## src/dsa_consts.svh

```systemverilog
// Constants for the data-space access unit
`ifndef DSA_CONSTS_SVH
`define DSA_CONSTS_SVH
`define DSA_WIN_BIT 15
`define DSA_SFR_TOP 16'h07ff
`define DSA_NEAR_TOP 16'h1fff
`define DSA_NEAR_W 13
`define DSA_STEP_BYTE 16'h0001
`define DSA_STEP_WORD 16'h0002
`define DSA_VT_END 24'h000100
`define DSA_PAGE_SHIFT 11
`define DSA_OTP_BASE 24'h801700
`define DSA_OTP_TOP 24'h8017fe
`define DSA_CFG_WORDS 4'h9
`endif

```

## src/dsa_pkg.sv

```systemverilog
// Types for the data-space access unit
package dsa_pkg;
   typedef enum logic [1:0] {
      DSA_IDLE = 2'b00,
      DSA_LOAD = 2'b01,
      DSA_DONE = 2'b11
   } dsa_cfg_state_t;
   typedef enum logic [1:0] {
      DSA_EXT_NONE = 2'b00,
      DSA_EXT_SIGN = 2'b01,
      DSA_EXT_ZERO = 2'b10
   } dsa_ext_t;
endpackage

```

## src/dsa_unit.sv

```systemverilog
// Data-space access unit: address decode, byte lanes, alignment, segments
// How it works
// Separate read and write address generators for data space.
// 16-bit byte addresses; lower half maps to on-chip memory.
// Upper half routes to the extended window space.
// Low byte at even address, high byte at odd address.
// Post-increment steps pointer by one for bytes, two for words.
// Byte read fetches the word; bit zero selects the byte onto low lane.
// Byte write strobes only the addressed lane.
// Word access to odd address raises address error trap.
// Misaligned read completes; misaligned write suppressed; trap follows.
// Byte load into working register keeps its high byte.
// Sign-extend and zero-extend operations on working register values.
// Direct instructions reach first 8 Kbytes via 13-bit field.
// Move instructions reach all data space via 16-bit field.
// Lowest 2 Kbytes are special-function registers.
// Unimplemented special-function addresses read zero.
// Segment limit field sizes privileged and unprivileged code segments.
// Configuration words load from configuration segment during reset.
// One-time area writable always, never erased, survives chip erase.
// Software programs each one-time location once only.
// Alternate vector table at (limit minus one) times 0x800 when enabled.
// Misalignment checked on bit zero, flagged in the access cycle.
// Read and write addresses computed independently each cycle.
`timescale 1ns/10ps
`include "dsa_consts.svh"
module dsa_unit
   import dsa_pkg::*;
(
   // Clock and reset
   input wire logic CLK,
   input wire logic SRST,

   // Read address generator
   input wire logic RD_REQ,
   input wire logic RD_BYTE,
   input wire logic RD_DIRECT,
   input wire logic RD_MOV,
   input wire logic RD_POSTINC,
   input wire logic [15:0] RD_PTR,
   input wire logic [15:0] RD_LIT,
   output logic [15:0] RD_PTR_NEXT,

   // Write address generator
   input wire logic WR_REQ,
   input wire logic WR_BYTE,
   input wire logic WR_DIRECT,
   input wire logic WR_MOV,
   input wire logic WR_POSTINC,
   input wire logic [15:0] WR_PTR,
   input wire logic [15:0] WR_LIT,
   input wire logic [15:0] WR_DATA,
   output logic [15:0] WR_PTR_NEXT,

   // Memory side
   output logic [14:0] MEM_RD_ADDR,
   output logic MEM_RD_EN,
   input wire logic [15:0] MEM_RD_DATA,
   output logic [14:0] MEM_WR_ADDR,
   output logic [1:0] MEM_WR_LANE,
   output logic [15:0] MEM_WR_DATA,
   input wire logic SFR_RD_HIT,

   // Extended window side
   output logic EXT_RD_EN,
   output logic EXT_WR_EN,
   input wire logic [15:0] EXT_RD_DATA,

   // Read result and working register merge
   output logic [15:0] RD_DATA,
   input wire logic [15:0] WREG_OLD,
   input wire logic [1:0] EXT_OP,
   output logic [15:0] WREG_NEW,

   // Address error
   output logic ADDR_ERR,
   output logic ADDR_TRAP,

   // Configuration load and segments
   input wire logic [15:0] CFG_DATA,
   output logic [3:0] CFG_INDEX,
   output logic CFG_BUSY,
   output logic [12:0] SEGMENT_LIMIT_FIELD,
   output logic [23:0] PRIVILEGED_CODE_SEGMENT,
   output logic [23:0] UNPRIVILEGED_CODE_SEGMENT,
   output logic [23:0] ALTERNATE_VECTOR_TABLE,
   output logic ALT_TABLE_ON,

   // One-time area access check
   input wire logic [23:0] NVM_ADDR,
   input wire logic NVM_ERASE,
   output logic NVM_ERASE_OK
);
   // ==========================================
   // Effective address generation
   logic [15:0] rd_ea;
   logic [15:0] wr_ea;
   logic rd_mis;
   logic wr_mis;
   logic rd_in_sfr;
   logic rd_ext;
   logic wr_ext;
   logic rd_ok;
   logic wr_ok;
   logic rd_lane_q;
   logic rd_byte_q;
   logic rd_ext_q;
   logic rd_zero_q;
   logic [15:0] rd_word;
   logic [7:0] rd_sel;

   // Near direct drops the top three bits, so a literal above 1fff wraps
   // into the low 8 Kbytes; far targets need the move form or a pointer
   // Each generator picks its own source, near direct keeps 13 bits
   always_comb begin
      if (RD_DIRECT && !RD_MOV) begin
         rd_ea = {3'h0, RD_LIT[`DSA_NEAR_W-1:0]};
      end else if (RD_DIRECT) begin
         rd_ea = RD_LIT;
      end else begin
         rd_ea = RD_PTR;
      end
      if (WR_DIRECT && !WR_MOV) begin
         wr_ea = {3'h0, WR_LIT[`DSA_NEAR_W-1:0]};
      end else if (WR_DIRECT) begin
         wr_ea = WR_LIT;
      end else begin
         wr_ea = WR_PTR;
      end
   end

   // Step size follows the operand size
   logic [15:0] rd_step;
   logic [15:0] wr_step;
   assign rd_step = RD_BYTE ? `DSA_STEP_BYTE : `DSA_STEP_WORD;
   assign wr_step = WR_BYTE ? `DSA_STEP_BYTE : `DSA_STEP_WORD;

   // Pointer post-increment scaled by size
   assign RD_PTR_NEXT = RD_POSTINC ? RD_PTR + rd_step : RD_PTR;
   assign WR_PTR_NEXT = WR_POSTINC ? WR_PTR + wr_step : WR_PTR;

   // Alignment check on bit zero, same cycle
   // Kept combinational so the core sees the error in the access cycle
   assign rd_mis = RD_REQ && !RD_BYTE && rd_ea[0];
   assign wr_mis = WR_REQ && !WR_BYTE && wr_ea[0];
   assign ADDR_ERR = rd_mis || wr_mis;

   // Window decode: upper half goes to extended space
   // Bit 15 alone picks on-chip memory or the window, no finer decode
   // A misaligned read is still carried out, only writes are held off
   assign rd_ext = rd_ea[`DSA_WIN_BIT];
   assign wr_ext = wr_ea[`DSA_WIN_BIT];
   assign rd_in_sfr = (rd_ea <= `DSA_SFR_TOP);
   assign rd_ok = RD_REQ; // misaligned read still completes
   assign wr_ok = WR_REQ && !wr_mis;

   // Memory strobes
   // Word addresses drop bit zero; the top word address bit is always zero
   assign MEM_RD_ADDR = {1'b0, rd_ea[14:1]}; // word address, bit zero picks lane
   assign MEM_RD_EN = rd_ok && !rd_ext;
   assign EXT_RD_EN = rd_ok && rd_ext;
   assign MEM_WR_ADDR = {1'b0, wr_ea[14:1]};
   assign EXT_WR_EN = wr_ok && wr_ext;

   // Lane strobes: even byte is low lane
   // Misaligned word writes and window writes leave both strobes low
   always_comb begin
      if (!wr_ok || wr_ext) begin
         MEM_WR_LANE = 2'h0;
      end else if (WR_BYTE) begin
         MEM_WR_LANE = wr_ea[0] ? 2'h2 : 2'h1;
      end else begin
         MEM_WR_LANE = 2'h3;
      end
   end
   // The byte is copied onto both lanes; the strobe decides which lands
   assign MEM_WR_DATA = WR_BYTE ? {WR_DATA[7:0], WR_DATA[7:0]} : WR_DATA;

   // ==========================================
   // Read return path, one cycle after the request
   // Lane, size and source are held for the answer cycle, since memory
   // returns its word one cycle after the strobe
   always_ff @(posedge CLK) begin
      if (SRST) begin
         rd_lane_q <= 1'b0;
         rd_byte_q <= 1'b0;
         rd_ext_q <= 1'b0;
         rd_zero_q <= 1'b0;
      end else begin
         rd_lane_q <= rd_ea[0];
         rd_byte_q <= RD_BYTE;
         rd_ext_q <= rd_ext;
         rd_zero_q <= rd_in_sfr && !SFR_RD_HIT;
      end
   end

   // Unimplemented SFR reads give zero whatever the memory drives
   always_comb begin
      if (rd_zero_q) begin
         rd_word = 16'h0000;
      end else if (rd_ext_q) begin
         rd_word = EXT_RD_DATA;
      end else begin
         rd_word = MEM_RD_DATA;
      end
      rd_sel = rd_lane_q ? rd_word[15:8] : rd_word[7:0];
      RD_DATA = rd_byte_q ? {8'h00, rd_sel} : rd_word;
   end

   // Working register merge and extension ops
   // Extension ops act on the register's old value, not on the read data
   always_comb begin
      case (dsa_ext_t'(EXT_OP))
         DSA_EXT_SIGN: WREG_NEW = {{8{WREG_OLD[7]}}, WREG_OLD[7:0]};
         DSA_EXT_ZERO: WREG_NEW = {8'h00, WREG_OLD[7:0]};
         default: WREG_NEW = rd_byte_q ? {WREG_OLD[15:8], rd_sel} : rd_word;
      endcase
   end

   // Trap is taken after the faulting instruction
   // Registered so the faulting access finishes before the trap is seen
   always_ff @(posedge CLK) begin
      if (SRST) begin
         ADDR_TRAP <= 1'b0;
      end else begin
         ADDR_TRAP <= ADDR_ERR;
      end
   end

   // ==========================================
   // Configuration load during reset sequence
   // Runs once after every reset; CFG_BUSY holds the core off until all
   // nine configuration words, security and limit among them, have streamed in
   dsa_cfg_state_t state;
   dsa_cfg_state_t next_state;
   logic [3:0] cfg_idx;
   logic [15:0] sec_word;

   // Idle one cycle, then walk the word index up to the last word
   always_comb begin
      case (state)
         DSA_IDLE: next_state = DSA_LOAD;
         DSA_LOAD: next_state = (cfg_idx == `DSA_CFG_WORDS - 4'h1) ? DSA_DONE : DSA_LOAD;
         DSA_DONE: next_state = DSA_DONE;
         default: next_state = DSA_IDLE;
      endcase
   end

   always_ff @(posedge CLK) begin
      if (SRST) begin
         state <= DSA_IDLE;
         cfg_idx <= 4'h0;
      end else begin
         state <= next_state;
         if (state == DSA_LOAD) begin
            cfg_idx <= cfg_idx + 4'h1;
         end
      end
   end

   // Capture security and limit words as they stream in
   // Index 0 is the security word, index 1 the limit word; the rest pass by
   always_ff @(posedge CLK) begin
      if (SRST) begin
         sec_word <= 16'h0000;
         SEGMENT_LIMIT_FIELD <= 13'h0000;
      end else if (state == DSA_LOAD) begin
         if (cfg_idx == 4'h0) begin
            sec_word <= CFG_DATA;
         end
         if (cfg_idx == 4'h1) begin
            SEGMENT_LIMIT_FIELD <= CFG_DATA[12:0];
         end
      end
   end
   assign CFG_INDEX = cfg_idx;
   assign CFG_BUSY = (state != DSA_DONE);

   // ==========================================
   // Segment placement
   // Privileged segment always starts right after the vector table
   // Outputs lag their inputs by one cycle; the unprivileged start lags the
   // alternate-table flag by one more, settled well before the load ends
   logic [23:0] lim_addr;
   logic seg_present;
   assign lim_addr = {SEGMENT_LIMIT_FIELD - 13'h1, 11'h000}; // (limit-1) * 0x800
   assign seg_present = SEGMENT_LIMIT_FIELD > 13'h1;
   always_ff @(posedge CLK) begin
      if (SRST) begin
         ALT_TABLE_ON <= 1'b0;
         PRIVILEGED_CODE_SEGMENT <= 24'h000000;
         UNPRIVILEGED_CODE_SEGMENT <= 24'h000000;
         ALTERNATE_VECTOR_TABLE <= 24'h000000;
      end else begin
         // Alternate table needs enable bit clear and a limit field above two
         ALT_TABLE_ON <= !sec_word[15] && (SEGMENT_LIMIT_FIELD > 13'h2);
         PRIVILEGED_CODE_SEGMENT <= `DSA_VT_END;
         ALTERNATE_VECTOR_TABLE <= lim_addr;
         UNPRIVILEGED_CODE_SEGMENT <= !seg_present ? `DSA_VT_END
            : (ALT_TABLE_ON ? lim_addr + (24'h1 << `DSA_PAGE_SHIFT) : lim_addr);
      end
   end

   // One-time area is never erased
   // Only erase is refused over the area; writes pass in every mode
   assign NVM_ERASE_OK = NVM_ERASE && !(NVM_ADDR >= `DSA_OTP_BASE && NVM_ADDR <= `DSA_OTP_TOP);
endmodule

```

## config.mk

```make
export PLATFORM = sky130hd
export DESIGN_NAME = dsa_unit
export DESIGN_NICKNAME = d
export VERILOG_FILES = /design/src/dsa_pkg.sv /design/src/dsa_unit.sv
export VERILOG_INCLUDE_DIRS = /design/src /design/src/src
export SDC_FILE = /design/constraint.sdc
export NUM_CORES = 1
export LEC_CHECK = 0
export BUFFER_PORTS_ARGS = -buffer_cell sky130_fd_sc_hd__buf_4
export CAP_MARGIN = 20
export CORE_AREA = 4 4 150 152
export DETAILED_ROUTE_END_ITERATION = 8
export DIE_AREA = 0 0 154 156
export MAX_ROUTING_LAYER = met4
export SKIP_CTS_REPAIR_TIMING = 1
export SYNTH_ARGS = -nofsm -noshare
export SYNTH_HDL_FRONTEND = slang
export SYNTH_SLANG_ARGS = --single-unit
```

## constraint.sdc

```tcl
create_clock -name CLK -period 4.35 [get_ports CLK]
set_input_delay 0 -clock CLK [delete_from_list [all_inputs] [get_ports CLK]]
set_output_delay 0 -clock CLK [all_outputs]
set_load 0.02 [all_outputs]
```

== Yosys cells after proc, flatten, opt, wreduce, memory -nomap -nowiden ==
Cells that the tools add are included.

* Word-level logic and storage cells: 90
* Output and inout port bits: 209
* Flip-flop bits (word level): 113

* Bitwise gates (word level): 2
* Muxes and demuxes: 23
* Magnitude comparators: 5
* $add $sub $neg: 5
* Equal/unequal tests: 7
* Reductions and logical operators: 32

{| class="wikitable"
|+ Operators with widths
! operator !! number
|-
| 16-bit 2-to-1 mux || 11
|-
| 16-bit by 2-bit adder with 16-bit output || 2
|-
| 16-bit case mux with 2 select lines || 1
|-
| 24-bit by 12-bit adder with 24-bit output (second input constant) || 1
|-
| 24-bit greater-or-equal comparator (second input constant) || 1
|-
| 24-bit less-or-equal comparator (second input constant) || 1
|-
| 24-bit 2-to-1 mux || 1
|-
| 9-bit 2-to-1 mux || 2
|-
| 16-bit by 11-bit less-or-equal comparator with 1-bit output (second input constant) || 1
|-
| 1-bit logical AND || 14
|-
| 13-bit by 1-bit greater-than comparator with 1-bit output (second input constant) || 1
|-
| 13-bit by 2-bit greater-than comparator with 1-bit output (second input constant) || 1
|-
| 13-bit by 1-bit subtractor with 13-bit output (second input constant) || 1
|-
| 2-bit 2-to-1 mux || 6
|-
| 1-bit logical NOT || 10
|-
| 8-bit 2-to-1 mux || 1
|-
| 2-bit case mux with 3 select lines || 1
|-
| 4-bit by 1-bit adder with 4-bit output (second input constant) || 1
|-
| 2-bit by 1-bit equality test with 1-bit output (second input constant) || 2
|-
| 2-bit equality test (second input constant) || 2
|-
| 4-bit by 1-bit equality test with 1-bit output (second input constant) || 1
|-
| 4-bit equality test (second input constant) || 1
|-
| 4-bit logical NOT || 1
|-
| 2-bit AND reduction || 2
|-
| 6 further kinds || 8
|}

== Longest topological paths before layout ==
* Depth in word-level cells: 9
* Depth in mapped cells: 8

== Worst setup path after synthesis ==
No wires, ideal clock.

* Path kind: register to register
* Start point: reg SEGMENT_LIMIT_FIELD[0]
* End point: reg UNPRIVILEGED_CODE_SEGMENT[22]
* Cell stages (with the launch flop): 9
* Slack: 2.142 ns
* Arrival time: 2.135 ns
* Path buffers: 1
* Clock period less this slack: 2.208 ns
* Library setup time: 0.073 ns
* Cells stage by stage: dfxtp_1 -> buf_2 -> inv_1 -> ha_1 -> xnor2_1 -> nor3_1 -> o211ai_2 -> o31a_2 -> nor3_2

* Word-level cells in the longest chain between the ends: 3
* Elaborated cells on any way between the ends: 6
* Classes of those cells: add/sub (2); order compare (1); mux (1); bitwise (1); reduce/logical (1)

{| class="wikitable"
|+ Ends and longest elaborated chain
! item !! line !! RTL
|-
| start: declaration || dsa_unit.sv:83 || <nowiki>output logic [12:0] SEGMENT_LIMIT_FIELD,</nowiki>
|-
| start signal: assignment || dsa_unit.sv:272 || <nowiki>SEGMENT_LIMIT_FIELD <= CFG_DATA[12:0];</nowiki>
|-
| 13-bit by 1-bit subtractor with 13-bit output || dsa_unit.sv:286 || <nowiki>assign lim_addr = {SEGMENT_LIMIT_FIELD - 13'h1, 11'h000};</nowiki>
|-
| via lim_addr[11] || dsa_unit.sv:284 || <nowiki>logic [23:0] lim_addr;</nowiki>
|-
| 24-bit by 12-bit adder with 24-bit output || dsa_unit.sv:300 || <nowiki>: (ALT_TABLE_ON ? lim_addr + (24'h1 << `DSA_PAGE_SHIFT) : lim_addr);</nowiki>
|-
| 24-bit 2-to-1 mux || dsa_unit.sv:300 ||
|-
| end signal: assignment || dsa_unit.sv:299 || <nowiki>UNPRIVILEGED_CODE_SEGMENT <= !seg_present ? `DSA_VT_END</nowiki>
|-
| end: declaration || dsa_unit.sv:85 || <nowiki>output logic [23:0] UNPRIVILEGED_CODE_SEGMENT,</nowiki>
|}

The timed path passes the listed nets, and every way through them passes these cells.
A chain may end at the register's enable or synchronous reset.

== Worst setup path in the final report ==
* Start point: reg rd_ext_q
* End point: out WREG_NEW[6]

* Word-level cells in the longest chain between the ends: 5

{| class="wikitable"
|+ Ends and longest elaborated chain
! item !! line !! RTL
|-
| start: declaration || dsa_unit.sv:107 || <nowiki>logic rd_ext_q;</nowiki>
|-
| start signal: assignment || dsa_unit.sv:192 || <nowiki>rd_ext_q <= rd_ext;</nowiki>
|-
| 16-bit 2-to-1 mux * || dsa_unit.sv:201 || <nowiki>end else if (rd_ext_q) begin</nowiki>
|-
| 16-bit 2-to-1 mux * || dsa_unit.sv:199 || <nowiki>if (rd_zero_q) begin</nowiki>
|-
| 8-bit 2-to-1 mux || dsa_unit.sv:206 || <nowiki>rd_sel = rd_lane_q ? rd_word[15:8] : rd_word[7:0];</nowiki>
|-
| 16-bit 2-to-1 mux * || dsa_unit.sv:216 || <nowiki>default: WREG_NEW = rd_byte_q ? {WREG_OLD[15:8], rd_sel} : rd_word;</nowiki>
|-
| 16-bit case mux with 2 select lines * || dsa_unit.sv:213 || <nowiki>case (dsa_ext_t'(EXT_OP))</nowiki>
|-
| end: declaration || dsa_unit.sv:73 || <nowiki>output logic [15:0] WREG_NEW,</nowiki>
|}

Mark *: on every way between the ends. The rest lies on a longest branch, timed or not.

==> flow_metrics.py <==
metrics = {
    "status": {
        "run_status": "completed",
    },
    "critical_path": {
        "cp_max_fo": 16,
        "critPathCapture": "WREG_NEW[6]",
        "reg2reg_from": "SEGMENT_LIMIT_FIELD[0]",
        "crit_path_end_kind": "output pin",
        "crit_type": "flip-flop to output pin",
        "start_kind": "flip-flop",
        "reg2reg_to": "UNPRIVILEGED_CODE_SEGMENT[22]",
        "r2r_slack_ns": 1.87,
        "arrival_ns": 2.59,
        "critPathRequiredTime_ns": 4.35,
        "startpoint": "rd_ext_q",
        "r2r_cells": 7,
    },
    "detailed_routing": {
        "viasPerCell": 4.30,
        "drt_pre_antenna_iters": 6,
        "vias": 4997,
        "drt_iter0_drc": 213,
        "wl_um": 20000,
        "post_drt_wl_per_cell_um": 17.2,
        "antenna_left": 0,
        "drc": 0,
    },
    "finish": {
        "final_nets": 1086,
        "regArea_um2": 1080,
        "multi_input_area_um2": 3060,
        "final_layout_size_suffix_gt1_share_pct": 46.7,
        "fin_cells": 1163,
        "layout_common_cells": "344 x buf_4, 62 x nor2_1, 54 x dfxtp_1",
        "fillers": 2226,
        "syn_to_final_growth_pct": 58.9,
        "mostFrequentLayoutCell": "buf_4",
        "diodes": 0,
        "final_util_pct": 35.4,
    },
    "global_route": {
        "grt_remaining_overflow": 0,
        "grt_pass1_wl_um": 28700,
        "grt_pass1_vias": 4857,
        "grt_max_degree": 40,
        "grt_use_total_pct": 15.6,
        "antenna_found_initial": 0,
    },
    "placed_design": {
        "dpl.cell_count": 1140,
        "pre_cts_ws_ns": 1.89,
        "port_buffers": 344,
        "hpwlAfterDp_um": 17200,
        "gp_congestion": 0.876,
    },
    "pwr": {
        "p_leak_nw": 3.64,
        "power.total_w": 0.00210,
        "vdd_drop_max_mv": 0.174,
        "pwr_density_cell_nw_per_um2": 282,
    },
    "yosys": {
        "synthCells": 570,
        "syn-mean-instance-area_um2": 8.21,
        "synth_edf_count": 0,
        "syn-cell-area_um2": 4680,
        "synth_ff_type": "dfxtp_1",
        "synth_top_area_share_pct": 23.1,
        "yosysTopAreaCell": "dfxtp_1",
        "synth-seq-area-share_pct": 23.1,
        "yosys_warnings": 0,
        "synthTopCellsByArea": "dfxtp_1 23%, buf_4 11%, mux2_2 9.1%, xnor2_1 6.7%, mux2i_1 6.6%",
        "async_reset_ff_share_pct": 0,
        "synth.distinct_cells": 56,
        "synth_seq_cells": 54,
    },
    "timing": {
        "fin_skew_ns": 0.00467,
        "fmax_mhz": 386,
        "fin_crit_sh_pct": 59.6,
        "rsz0062_at_grt": "no",
        "timing.final.crit_period_ns": 2.59,
        "finalSetupViolCount": 0,
        "relSlewSlack_pct": 36.2,
        "drv_slew": 0,
        "worst_slew_pin_slew_ns": 0.956,
        "setup_ws_ns": 1.76,
        "finalHoldViolations": 0,
        "fin_setup_tns_ns": 0,
    },
    "floorplan": {
        "core.rowCount": 53,
        "dieWidth_um": 154,
        "coreArea_um2": 21000,
        "die-area_um2": 24000,
        "initial_core_util_pct": 22.2,
        "fp.dieH_um": 156,
        "pin_count": 393,
    },
    "clocking": {
        "clock_latency_ns": 0.30,
        "cts.sinks": 54,
        "path_clk_slew_ns": 0.07,
        "clock_path_buffers": 2,
        "htree_levels": 2,
        "root_buffer": "clkbuf_16",
        "cts_tree": "built",
        "cts_buffers": 5,
    },
    "flow_run": {
        "max_cap_violations": 0,
    },
    "min_path": {
        "worstHoldPathType": "primary input to flip-flop",
    },
}
==> synth_stat cells, types with 2 or more instances <==
master,instances
buf_4,69
a31oi_1,3
nor4_1,8
o21a_1,4
mux2_2,38
nand2_1,44
nor3_1,12
nand3_1,17
nor3_2,2
xor2_1,16
nor2_1,62
and3_1,8
clkbuf_1,10
nor4bb_1,2
xnor2_1,36
or3_4,2
nand2b_1,2
dfxtp_1,54
nor4_4,2
nor3b_1,3
nor2b_1,4
or2_2,10
buf_2,7
fa_1,2
buf_6,3
or4_1,3
ha_1,13
a21oi_1,13
o22ai_1,9
nand4_1,9
buf_1,5
o211ai_2,2
or3_1,2
a21o_1,2
inv_1,16
mux2i_1,31
o21ai_0,21
and2_1,6
==> worst min path at each step <==
stage	depth (start not counted)	slack, ns	from	endpoint
floorplan	1	0.11	WR_DATA[0]	MEM_WR_DATA[0]
global placement	2	0.21	WR_DATA[4]	MEM_WR_DATA[4]
detailed placement	2	0.21	WR_DATA[6]	MEM_WR_DATA[6]
CTS	3	-0.07	CFG_DATA[12]	SEGMENT_LIMIT_FIELD[12]
global route	3	0.03	RD_BYTE	rd_byte_q
finish	3	0.02	RD_BYTE	rd_byte_q
==> where the power goes <==
group / switching, W / internal [W]
registers: 0.0000431 / 0.000557
clock network: 0.000200 / 0.000220
logic: 0.000598 / 0.000480
total: 0.000842 / 0.00126
==> stage by stage <==
step	hold WS, ns	instance area, um2
detailed placement	0.209	7130
global placement	0.206	7130
finish	0.0178	7430
global route	0.0272	7430
CTS	-0.0738	7280
floorplan	0.113	4850
==> state kept, by name, indices dropped and copies added (netlist names) <==
name / count
state: 2
CFG_INDEX: 4
rd_byte_q: 1
PRIVILEGED_CODE_SEGMENT: 1
rd_ext_q: 1
SEGMENT_LIMIT_FIELD: 13
rd_lane_q: 1
ADDR_TRAP: 1
ALT_TABLE_ON: 1
rd_zero_q: 1
ALTERNATE_VECTOR_TABLE: 13
UNPRIVILEGED_CODE_SEGMENT: 14
sec_word: 1
==> layer usage <==
metal | up-vias | GRT usage, % | routed length (um)
li1 | 2478 | - | -
met1 | 2278 | 18.3 | 7920
met2 | 224 | 27.0 | 9980
met3 | 17 | 4.08 | 1720
met4 | 0 | 3.36 | 337
met5 | - | - | 0
==> logic make-up (layout without fill, tap and decap cells) <==
| family | after synthesis | in the layout | share of synthesized area [%] |
|---|---|---|---|
| compound gates | 63 | 63 | 8.61 |
| xor+xnor | 52 | 52 | 9.74 |
| fa+ha+maj | 15 | 15 | 4.33 |
| buf+inv | 110 | 383 | 15.0 |
| flops | 54 | 54 | 23.1 |
| mux | 69 | 69 | 15.8 |
| other cells | 1 | 46 | 0.0802 |
| simple gates | 206 | 206 | 23.3 |
==> cell type report <==
class	instances	area share [%]
clock buffers	5	1.68
clock inverters	3	0.387
inverters	16	0.808
multi-input cells	451	41.2
flip-flops and latches	54	14.5
well taps	275	4.63
repair buffers	359	36.8
==> worst max-delay path: stages (launching register included) <==
cell and delay (ns):
dfxtp_1 0.95, mux2i_1 0.19, or2_2 0.32, o22ai_1 0.36, nand2_1 0.17, o21ai_0 0.13
buf_4 0.17
Note: power is estimated with default switching activity, not from simulation.
